[config.mk]
export PLATFORM = sky130hd
export DESIGN_NAME = ecr_top
export DESIGN_NICKNAME = d
export VERILOG_FILES = /design/src/ecr_pkg.sv /design/src/ecr_sync.sv /design/src/ecr_top.sv
export SDC_FILE = /design/constraint.sdc
export NUM_CORES = 1
export LEC_CHECK = 0
export BUFFER_PORTS_ARGS = -buffer_cell sky130_fd_sc_hd__buf_4
export CAP_MARGIN = 20
export CORE_ASPECT_RATIO = 0.6
export CORE_MARGIN = 1
export CORE_UTILIZATION = 48
export CTS_CLUSTER_SIZE = 14
export DETAILED_ROUTE_END_ITERATION = 10
export GPL_ROUTABILITY_DRIVEN = 0
export PLACE_DENSITY = 0.72
export REMOVE_ABC_BUFFERS = 1
export SETUP_SLACK_MARGIN = 0.2
export SYNTH_ARGS = -nofsm -noshare
export SYNTH_HDL_FRONTEND = slang
export SYNTH_SLANG_ARGS = --single-unit
[constraint.sdc]
create_clock -name clk -period 2.29 [get_ports clk]
set_clock_uncertainty 0.15 [all_clocks]
set_input_delay 0.229 -clock clk [delete_from_list [all_inputs] [get_ports clk]]
set_output_delay 0.229 -clock clk [all_outputs]
set_load 0.01 [all_outputs]
[src/ecr_pkg.sv]
/*
  Shared constants and types for the ECP receive engine: register offsets,
  field positions, reset values, receive modes, handshake states and the
  packed carrier for the synchronised cable inputs.
  Assumes a 32-bit AHB-Lite register bus and a single 40 MHz clock.
*/
// Function
// RL1: Peripheral forward modes force data lines to inputs and clear idle on entry.
// RL2: Host reverse modes force data lines to inputs and clear idle on entry.
// RL3: Peripheral waits for strobe low and request clear, then picks action.
// RL4: Tagged-data byte: latch, request, ack high; zero count waits strobe high, ack low.
// RL5: Nonzero count: each read gives a brief request gap and decrements; n+1 copies.
// RL6: Hardware RLE count byte loads counter, request stays clear, ack pulses.
// RL7: Channel address or software RLE byte is latched, request clear, idle set.
// RL8: Software reads byte, sets ack high; device clears idle, waits strobe, ack low.
// RL9: Active line falling during a peripheral byte handshake sets illegal flag.
// RL10: Software leaves ECP on active falling, aborting if illegal flag set.
// RL11: Software answers reverse request by acking and selecting reverse mode.
// RL12: Software stays in negotiation until second HostAck low, then selects forward.
// RL13: Software drives peripheral request low whenever it has data to send.
// RL14: Peripheral forward mode flags both edges of active and reverse request.
// RL15: Host waits for strobe low and request clear, then picks action.
// RL16: Host tagged-data byte: latch, request, ack high; zero count then ack low.
// RL17: Host nonzero count repeats byte with request gaps, n+1 copies.
// RL18: Host hardware RLE count byte loads counter, request clear, ack pulses.
// RL19: Host channel or software RLE byte held for software with idle set.
// RL20: Host software leaves reverse mode before turning data lines to outputs.
// RL21: Host reverse mode flags both edges of peripheral request.
package ecr_pkg;

  // ----------------------------------------------------------------------
  // Register map
  // ----------------------------------------------------------------------
  localparam logic [7:0] OFF_CTRL = 8'h00;
  localparam logic [7:0] OFF_DIR = 8'h04;
  localparam logic [7:0] OFF_DATA = 8'h08;
  localparam logic [7:0] OFF_HSHAKE = 8'h0C;
  localparam logic [7:0] OFF_STATUS = 8'h10;

  // Status fields.
  localparam int ST_IDLE = 0;
  localparam int ST_DMA_REQUEST_FLAG = 1;
  localparam int ST_ILLEGAL = 2;
  localparam int ST_ACT_EDGE = 3;
  localparam int ST_REV_EDGE = 4;
  localparam int ST_PREQ_EDGE = 5;
  localparam int ST_RLE_LSB = 8;

  // Handshake register: writing this bit releases a byte held for software.
  localparam int HS_RELEASE = 0;

  localparam logic [7:0] DIR_RESET = 8'h00;
  localparam logic [7:0] DATA_RESET = 8'h00;
  localparam logic [6:0] RLE_ZERO = 7'h00;
  localparam logic [6:0] RLE_ONE = 7'h01;

  // AHB-Lite encodings.
  localparam logic [1:0] HTRANS_NONSEQ = 2'h2;
  localparam logic [1:0] HTRANS_SEQ = 2'h3;
  localparam logic HRESP_OKAY = 1'h0;

  // ----------------------------------------------------------------------
  // Modes and states
  // ----------------------------------------------------------------------
  typedef enum logic [2:0] {
    ECR_MODE_OFF = 3'h0,
    ECR_MODE_PFWD_HW = 3'h1,
    ECR_MODE_PFWD_SW = 3'h2,
    ECR_MODE_HREV_HW = 3'h3,
    ECR_MODE_HREV_SW = 3'h4
  } ecr_mode_t;

  typedef enum logic [4:0] {
    ECR_WAIT_LOW = 5'h01,
    ECR_HELD = 5'h02,
    ECR_GAP = 5'h04,
    ECR_WAIT_HIGH = 5'h08,
    ECR_SW_HOLD = 5'h10
  } ecr_state_t;

  // Synchronised cable inputs.
  typedef struct packed {
    logic [7:0] data;
    logic strobe;    // HostClk as peripheral, PeriphClk as host.
    logic tag;       // HostAck as peripheral, PeriphAck as host.
    logic active;    // P1284Active.
    logic revReq_n;  // nReverseRequest.
    logic perReq_n;  // nPeriphRequest.
  } ecr_link_t;

  localparam int LINK_W = $bits(ecr_link_t);

endpackage

[src/ecr_sync.sv]
/*
  Two-flop synchroniser for a bus of independent level inputs.
  Assumes each bit is a slow level from a pin; bits are not coherent as a word.
*/
`timescale 1ns/1ps
module ecr_sync #(
  parameter int WIDTH = 1
) (
  // Clock and reset.
  input wire logic clk,
  input wire logic rst_b,
  // Levels.
  input wire logic [WIDTH-1:0] asyncIn,
  output logic [WIDTH-1:0] syncOut
);

  logic [WIDTH-1:0] stage1_q;

  // First stage feeds only the second stage to contain metastability.
  always_ff @(posedge clk or negedge rst_b) begin
    if (!rst_b) begin
      stage1_q <= '0;
      syncOut <= '0;
    end else begin
      stage1_q <= asyncIn;
      syncOut <= stage1_q;
    end
  end

endmodule

[src/ecr_top.sv]
/*
  ECP receive engine: takes forward bytes as peripheral or reverse bytes as
  host, expands hardware run-length counts, holds channel addresses and
  software-handled counts for software, and flags illegal termination.
  Assumes an AHB-Lite master with single word transfers, a DMA channel whose
  dmaAck pulse marks a read of the holding register, and cable pins that are
  asynchronous to clk.
*/
// Our own choices: the address map and the AHB-Lite register port.
`timescale 1ns/1ps
module ecr_top
  import ecr_pkg::*;
(
  // Clock and reset.
  input wire logic clk,
  input wire logic rst_b,
  // AHB-Lite slave.
  input wire logic hsel,
  input wire logic [7:0] haddr,
  input wire logic [1:0] htrans,
  input wire logic hwrite,
  input wire logic [2:0] hsize,
  input wire logic [31:0] hwdata,
  input wire logic hready,
  output logic hreadyout,
  output logic hresp,
  output logic [31:0] hrdata,
  // DMA.
  input wire logic dmaAck,
  output logic dmaReq,
  // Cable inputs.
  input wire logic [7:0] dataIn,
  input wire logic strobeIn,
  input wire logic tagIn,
  input wire logic activeIn,
  input wire logic revReqIn_n,
  input wire logic perReqIn_n,
  // Cable outputs.
  output logic [7:0] dataOut,
  output logic [7:0] dataOe,
  output logic ackOut
);

  // ----------------------------------------------------------------------
  // Input synchronisation
  // ----------------------------------------------------------------------
  ecr_link_t link;
  ecr_link_t linkPrev_q;
  logic [LINK_W-1:0] linkRaw;
  logic [LINK_W-1:0] linkSync;

  assign linkRaw = {dataIn, strobeIn, tagIn, activeIn, revReqIn_n, perReqIn_n};
  assign link = ecr_link_t'(linkSync);

  ecr_sync #(
    .WIDTH(LINK_W)
  ) u_sync (
    .clk(clk),
    .rst_b(rst_b),
    .asyncIn(linkRaw),
    .syncOut(linkSync)
  );

  // Delayed copy for edge detection, taken from the synchronised side only.
  always_ff @(posedge clk or negedge rst_b) begin
    if (!rst_b) begin
      linkPrev_q <= '0;
    end else begin
      linkPrev_q <= link;
    end
  end

  // ----------------------------------------------------------------------
  // Bus address phase capture
  // ----------------------------------------------------------------------
  logic busValid;
  logic wrPend_q;
  logic [7:0] wrAddr_q;
  logic rdData;
  logic wrCtrl;
  logic wrDir;
  logic wrData;
  logic wrHshake;
  logic wrStatus;

  assign busValid = hsel && hready && (htrans == HTRANS_NONSEQ || htrans == HTRANS_SEQ);
  assign rdData = busValid && !hwrite && haddr == OFF_DATA;
  assign wrCtrl = wrPend_q && wrAddr_q == OFF_CTRL;
  assign wrDir = wrPend_q && wrAddr_q == OFF_DIR;
  assign wrData = wrPend_q && wrAddr_q == OFF_DATA;
  assign wrHshake = wrPend_q && wrAddr_q == OFF_HSHAKE;
  assign wrStatus = wrPend_q && wrAddr_q == OFF_STATUS;

  // Writes land in the data phase, when hwdata is valid.
  always_ff @(posedge clk or negedge rst_b) begin
    if (!rst_b) begin
      wrPend_q <= 1'b0;
      wrAddr_q <= 8'h00;
    end else begin
      wrPend_q <= busValid && hwrite;
      wrAddr_q <= haddr;
    end
  end

  // Zero wait states; every answer is OKAY.
  always_ff @(posedge clk or negedge rst_b) begin
    if (!rst_b) begin
      hreadyout <= 1'b1;
      hresp <= HRESP_OKAY;
    end else begin
      hreadyout <= 1'b1;
      hresp <= HRESP_OKAY;
    end
  end

  // ----------------------------------------------------------------------
  // Software registers
  // ----------------------------------------------------------------------
  ecr_mode_t mode_q;
  ecr_mode_t modePrev_q;
  logic [7:0] dir_q;
  logic [7:0] portOut_q;
  logic periphMode;
  logic hostMode;
  logic rxMode;
  logic hwRle;
  logic modeEntry;

  assign periphMode = mode_q == ECR_MODE_PFWD_HW || mode_q == ECR_MODE_PFWD_SW;
  assign hostMode = mode_q == ECR_MODE_HREV_HW || mode_q == ECR_MODE_HREV_SW;
  assign rxMode = periphMode || hostMode;
  assign hwRle = mode_q == ECR_MODE_PFWD_HW || mode_q == ECR_MODE_HREV_HW;
  assign modeEntry = rxMode && mode_q != modePrev_q;

  // Mode, direction and output latch; unknown mode codes fall back to off.
  always_ff @(posedge clk or negedge rst_b) begin
    if (!rst_b) begin
      mode_q <= ECR_MODE_OFF;
      modePrev_q <= ECR_MODE_OFF;
      dir_q <= DIR_RESET;
      portOut_q <= DATA_RESET;
    end else begin
      modePrev_q <= mode_q;
      if (wrCtrl) begin
        case (hwdata[2:0])
          ECR_MODE_PFWD_HW: mode_q <= ECR_MODE_PFWD_HW;
          ECR_MODE_PFWD_SW: mode_q <= ECR_MODE_PFWD_SW;
          ECR_MODE_HREV_HW: mode_q <= ECR_MODE_HREV_HW;
          ECR_MODE_HREV_SW: mode_q <= ECR_MODE_HREV_SW;
          default: mode_q <= ECR_MODE_OFF;
        endcase
      end
      if (wrDir) begin
        dir_q <= hwdata[7:0];
      end
      if (wrData) begin
        portOut_q <= hwdata[7:0];
      end
    end
  end

  // Receive modes own the data lines as inputs whatever the direction says.
  always_ff @(posedge clk or negedge rst_b) begin
    if (!rst_b) begin
      dataOe <= 8'h00;
      dataOut <= DATA_RESET;
    end else begin
      dataOe <= rxMode ? 8'h00 : dir_q; // RL1 RL2
      dataOut <= portOut_q;
    end
  end

  // ----------------------------------------------------------------------
  // Receive handshake engine
  // ----------------------------------------------------------------------
  ecr_state_t state_q;
  logic [7:0] hold_q;
  logic [6:0] rle_q;
  logic idle_q;
  logic taken;

  // A read of the held byte by software or DMA takes it.
  assign taken = (rdData || dmaAck) && dmaReq;

  // One process per concern would split the handshake apart; the state,
  // counter, ack line and held byte move together, so they share one.
  always_ff @(posedge clk or negedge rst_b) begin
    if (!rst_b) begin
      state_q <= ECR_WAIT_LOW;
      hold_q <= DATA_RESET;
      rle_q <= RLE_ZERO;
      ackOut <= 1'b0;
    end else if (!rxMode || modeEntry) begin
      state_q <= ECR_WAIT_LOW;
      ackOut <= 1'b0;
    end else begin
      case (state_q)
        ECR_WAIT_LOW: begin
          if (!link.strobe && !dmaReq) begin // RL3 RL15
            if (link.tag) begin
              hold_q <= link.data; // RL4 RL16
              ackOut <= 1'b1;
              state_q <= (rle_q == RLE_ZERO) ? ECR_WAIT_HIGH : ECR_HELD;
            end else if (!link.data[7] && hwRle) begin
              rle_q <= link.data[6:0]; // RL6 RL18
              ackOut <= 1'b1;
              state_q <= ECR_WAIT_HIGH;
            end else begin
              hold_q <= link.data; // RL7 RL19
              state_q <= ECR_SW_HOLD;
            end
          end
        end
        ECR_HELD: begin
          if (taken) begin
            rle_q <= rle_q - RLE_ONE; // RL5 RL17
            state_q <= ECR_GAP;
          end
        end
        ECR_GAP: begin
          state_q <= (rle_q == RLE_ZERO) ? ECR_WAIT_HIGH : ECR_HELD; // RL5 RL17
        end
        ECR_WAIT_HIGH: begin
          if (link.strobe) begin
            ackOut <= 1'b0; // RL4 RL16
            state_q <= ECR_WAIT_LOW;
          end
        end
        ECR_SW_HOLD: begin
          if (wrHshake && hwdata[HS_RELEASE]) begin
            ackOut <= 1'b1; // RL8 RL19
            state_q <= ECR_WAIT_HIGH;
          end
        end
        default: begin
          state_q <= ECR_WAIT_LOW;
        end
      endcase
    end
  end

  // DMA request: set on a tagged byte and after each repeat gap, cleared
  // by a read; a set in the same cycle as a read wins.
  always_ff @(posedge clk or negedge rst_b) begin
    if (!rst_b) begin
      dmaReq <= 1'b0;
    end else if (!rxMode) begin
      dmaReq <= 1'b0;
    end else if (state_q == ECR_WAIT_LOW && !link.strobe && !dmaReq && link.tag) begin
      dmaReq <= 1'b1; // RL4 RL16
    end else if (state_q == ECR_GAP) begin
      dmaReq <= 1'b1; // RL5 RL17
    end else if (taken) begin
      dmaReq <= 1'b0;
    end
  end

  // Idle: cleared on mode entry and on release, set only for a held byte.
  always_ff @(posedge clk or negedge rst_b) begin
    if (!rst_b) begin
      idle_q <= 1'b0;
    end else if (modeEntry) begin
      idle_q <= 1'b0; // RL1 RL2
    end else if (rxMode && state_q == ECR_WAIT_LOW && !link.strobe && !dmaReq && !link.tag &&
                 (link.data[7] || !hwRle)) begin
      idle_q <= 1'b1; // RL7 RL19
    end else if (rxMode && state_q == ECR_SW_HOLD && wrHshake && hwdata[HS_RELEASE]) begin
      idle_q <= 1'b0; // RL8 RL19
    end
  end

  // ----------------------------------------------------------------------
  // Termination and line-change flags
  // ----------------------------------------------------------------------
  logic illegal_q;
  logic actEdge_q;
  logic revEdge_q;
  logic preqEdge_q;
  logic actFall;
  logic inByte;

  assign actFall = linkPrev_q.active && !link.active;
  // A byte is in progress from strobe low until the ack line is back low.
  assign inByte = !link.strobe || ackOut || state_q != ECR_WAIT_LOW;

  // Sticky flags, write one to clear; a new event in the clearing cycle wins.
  always_ff @(posedge clk or negedge rst_b) begin
    if (!rst_b) begin
      illegal_q <= 1'b0;
      actEdge_q <= 1'b0;
      revEdge_q <= 1'b0;
      preqEdge_q <= 1'b0;
    end else begin
      if (periphMode && actFall && inByte) begin
        illegal_q <= 1'b1; // RL9
      end else if (wrStatus && hwdata[ST_ILLEGAL]) begin
        illegal_q <= 1'b0;
      end
      if (periphMode && linkPrev_q.active != link.active) begin
        actEdge_q <= 1'b1; // RL14
      end else if (wrStatus && hwdata[ST_ACT_EDGE]) begin
        actEdge_q <= 1'b0;
      end
      if (periphMode && linkPrev_q.revReq_n != link.revReq_n) begin
        revEdge_q <= 1'b1; // RL14
      end else if (wrStatus && hwdata[ST_REV_EDGE]) begin
        revEdge_q <= 1'b0;
      end
      if (hostMode && linkPrev_q.perReq_n != link.perReq_n) begin
        preqEdge_q <= 1'b1; // RL21
      end else if (wrStatus && hwdata[ST_PREQ_EDGE]) begin
        preqEdge_q <= 1'b0;
      end
    end
  end

  // ----------------------------------------------------------------------
  // Read data
  // ----------------------------------------------------------------------
  logic [31:0] rdMux;

  // Read value is chosen in the address phase so it stands in the data phase.
  always_comb begin
    rdMux = 32'h0000_0000;
    case (haddr)
      OFF_CTRL: rdMux[2:0] = mode_q;
      OFF_DIR: rdMux[7:0] = dir_q;
      OFF_DATA: rdMux[7:0] = hold_q;
      OFF_STATUS: begin
        rdMux[ST_IDLE] = idle_q;
        rdMux[ST_DMA_REQUEST_FLAG] = dmaReq;
        rdMux[ST_ILLEGAL] = illegal_q;
        rdMux[ST_ACT_EDGE] = actEdge_q;
        rdMux[ST_REV_EDGE] = revEdge_q;
        rdMux[ST_PREQ_EDGE] = preqEdge_q;
        rdMux[ST_RLE_LSB +: 7] = rle_q;
      end
      default: rdMux = 32'h0000_0000;
    endcase
  end

  always_ff @(posedge clk or negedge rst_b) begin
    if (!rst_b) begin
      hrdata <= 32'h0000_0000;
    end else if (busValid && !hwrite) begin
      hrdata <= rdMux;
    end
  end

endmodule

==> flow_summary.json <==
{
  "yosys_warnings": 0,
  "min_period_ns": 2.37,
  "design.core.area_mm2": 0.00991,
  "root_buffer": "clkbuf_16",
  "critPathLaunchType": "register",
  "ys_types": 61,
  "final_nets": 617,
  "worst_hold_slack_ns": 0.0994,
  "synth_edf_count": 0,
  "routedWlPerCell_um": 17.9,
  "tns_ns": -1.09,
  "grt_remaining_overflow": 0,
  "dp_hpwl_mm": 8.15,
  "initial_core_util_pct": 49.8,
  "ir_drop_v": 0.000524,
  "grt_start_max_net_pins": 53,
  "via_per_inst": 5.48,
  "io_buffers": 68,
  "max_clock_freq_mhz": 421,
  "path_max_fanout": 8,
  "rr_startpoint": "wrAddr_q[5]",
  "tightest_slew_ns": 0.751,
  "cts_tree": "yes",
  "postLayoutSetupSlackWorst_ns": -0.0836,
  "finalSetupViolCount": 17,
  "seq_area_frac_synth_pct": 59.8,
  "crit_path_start": "wrAddr_q[5]",
  "r2r_end": "portOut_q[2]",
  "gr-usage-all-layers_pct": 24.9,
  "final_util_pct": 70.3,
  "crit_path_end_kind": "register",
  "clk_latency_ns": 0.41,
  "fp-row-count": 28,
  "drt_iter0_markers": 356,
  "die_w_um": 133,
  "synthCells": 402,
  "rsz0062_at_grt": "true",
  "status": "finished with violations",
  "routed_wl_mm": 12.5,
  "multi_input_area_mm2": 0.00200,
  "ys.flop_type": "dfrtp_1",
  "max_slew_margin_pct": 49.8,
  "antenna_cells": 0,
  "reg2reg_slack_ns": -0.08,
  "area_growth_pct": 41.2,
  "synth_area_mm2": 0.00494,
  "reg2reg_depth": 5,
  "fp.dieH_um": 80.6,
  "clk_pin_slew_ns": 0.05,
  "holdCritStartpoint": "haddr[0]",
  "post-route-period-util_pct": 104,
  "die_area_mm2": 0.0107,
  "maxCapViolations": 0,
  "drt_first_pass_iters": 4,
  "synth_seq_cells": 118,
  "htreeDepth": 4,
  "violations": "negative setup slack",
  "fillers": 657,
  "crit_type": "reg -> reg",
  "grt_pass1_wl_mm": 19.7,
  "grt_pass1_vias": 3824,
  "cp.arrival_ns": 2.52,
  "antenna_left": 0,
  "cts_made_buffers": 17,
  "drive_gt1_share_pct": 37.3,
  "vias": 3816,
  "hold_class": "in -> reg",
  "holdPathEnd": "hrdata[0]",
  "regArea_mm2": 0.00296,
  "place_area_mm2": 0.00577,
  "avgSynthCellArea_um2": 12.3,
  "clock_sinks": 118,
  "ios": 116,
  "max-clock-path-buffers": 2,
  "p_per_area_mw_per_mm2": 730,
  "final_area_mm2": 0.00697,
  "antenna_found_initial": 0,
  "crit_required_ns": 2.43,
  "whs_path_depth": 5,
  "p_leak_nw": 3.26,
  "drc": 0,
  "hold_violations": 0,
  "slew_violations": 0,
  "async_flop_share_pct": 100
}
-- layout make-up --
cell class                      count  share of cell area [%]
Sequential cell                   118                    42.4
Multi-Input combinational cell    261                    28.8
Timing Repair Buffer              147                    17.6
Clock buffer                       22                    7.09
Tap cell                          135                    2.42
Clock inverter                      7                    1.38
Inverter                            6                   0.323
-- stage by stage --
stage	setup slack [ns]	power [mW]	instances
after floorplan	-0.128	2.28	385
after global placement	-0.0894	2.43	627
after detailed placement	-0.117	2.44	627
after CTS	-0.0524	5.10	695
after global routing	-0.112	5.24	696
final	-0.0836	5.09	696
-- worst max path at each step --
stage	end	slack (ns)
floorplan	portOut_q[0]	-0.13
detailed placement	dir_q[5]	-0.12
finish	portOut_q[2]	-0.08
CTS	portOut_q[2]	-0.05
global route	portOut_q[2]	-0.11
global placement	portOut_q[5]	-0.09
-- synthesized netlist by cell type (5+ instances only) --
cell type,count,share of area (%)
clkbuf_1,11,0.84
nor3b_1,6,0.91
buf_4,19,2.9
a21oi_1,9,0.91
a41oi_1,5,0.89
mux2_4,9,2.7
a22oi_1,7,1.1
nand2_1,25,1.9
and2_1,8,1.0
nor2_1,20,1.5
inv_1,6,0.46
a22o_1,18,3.2
dfrtp_1,117,59
o21ai_0,20,2.0
nand3b_1,6,0.91
nand2b_1,9,1.1
nand3_1,8,0.81
mux2_2,18,4.1
nor3_1,12,1.2
-- state kept, by name, indices dropped and copies added, names as in the netlist, 3 cells and up --
signal and flops:
state_q 5, dir_q 8, linkPrev_q 3, hold_q 8
dataOut 8, mode_q 3, u_sync.syncOut 13, modePrev_q 3
rle_q 7, hrdata 15, dataOe 8, portOut_q 8
u_sync.stage1_q 13, wrAddr_q 8
-- layout by cell type (no fill, tap or decap), types with 4 or more instances in the layout --
cell,instances
a22oi_1,6
buf_6,5
a22o_1,18
nand3_1,7
conb_1,19
mux2_4,16
nand2_1,24
buf_4,108
nor3b_1,5
nor4_1,4
nand3b_1,6
clkbuf_16,17
inv_1,6
and2_1,8
nor3_1,9
a21oi_1,7
dfrtp_1,116
clkbuf_8,5
nor2_1,20
nand2b_1,9
mux2_2,11
o21ai_0,18
dlygate4sd3_1,32
a41oi_2,5
-- per-layer routing --
metal / vias to the layer above / wire length (um) / track usage (%)
met2: 163 / 5620 / 37.5
met5: - / 0 / 0
met1: 1926 / 5730 / 33.8
met3: 16 / 931 / 7.70
met4: 0 / 183 / 10.0
li1: 1711 / - / -
-- cell families after synthesis --
family          count (synthesis)  synth area share, %
simple gates                  130                 15.8
flops                         118                 59.8
compound gates                 76                 10.9
buf+inv                        40                 4.71
mux                            27                 6.84
xor+xnor                        7                 1.24
fa+ha+maj                       2                0.507
other cells                     2                0.152
-- report_power, final --
part           internal, mW  switching [mW]  total, mW
sequential             2.14          0.0366       2.18
combinational         0.142           0.143      0.285
clock                  1.72           0.896       2.62
-- timing repair --
| action | CTS | global route |
|---|---|---|
| hold buffers | 32 | 0 |
| buffers inserted | 7 | 1 |
| endpoints found under the setup margin | 40 | 41 |
| resized for setup | 15 | 29 |
| hold endpoints to repair | 91 | 0 |
| pin swaps | 10 | 8 |
-- critical path, cell delays in order, from the launching register on --
cell	delay [ns]
dfrtp_1	0.36
or4_4	0.55
or3_4	0.35
or3b_1	0.37
buf_6	0.17
mux2_4	0.30
(Power assumes the default switching activity.)
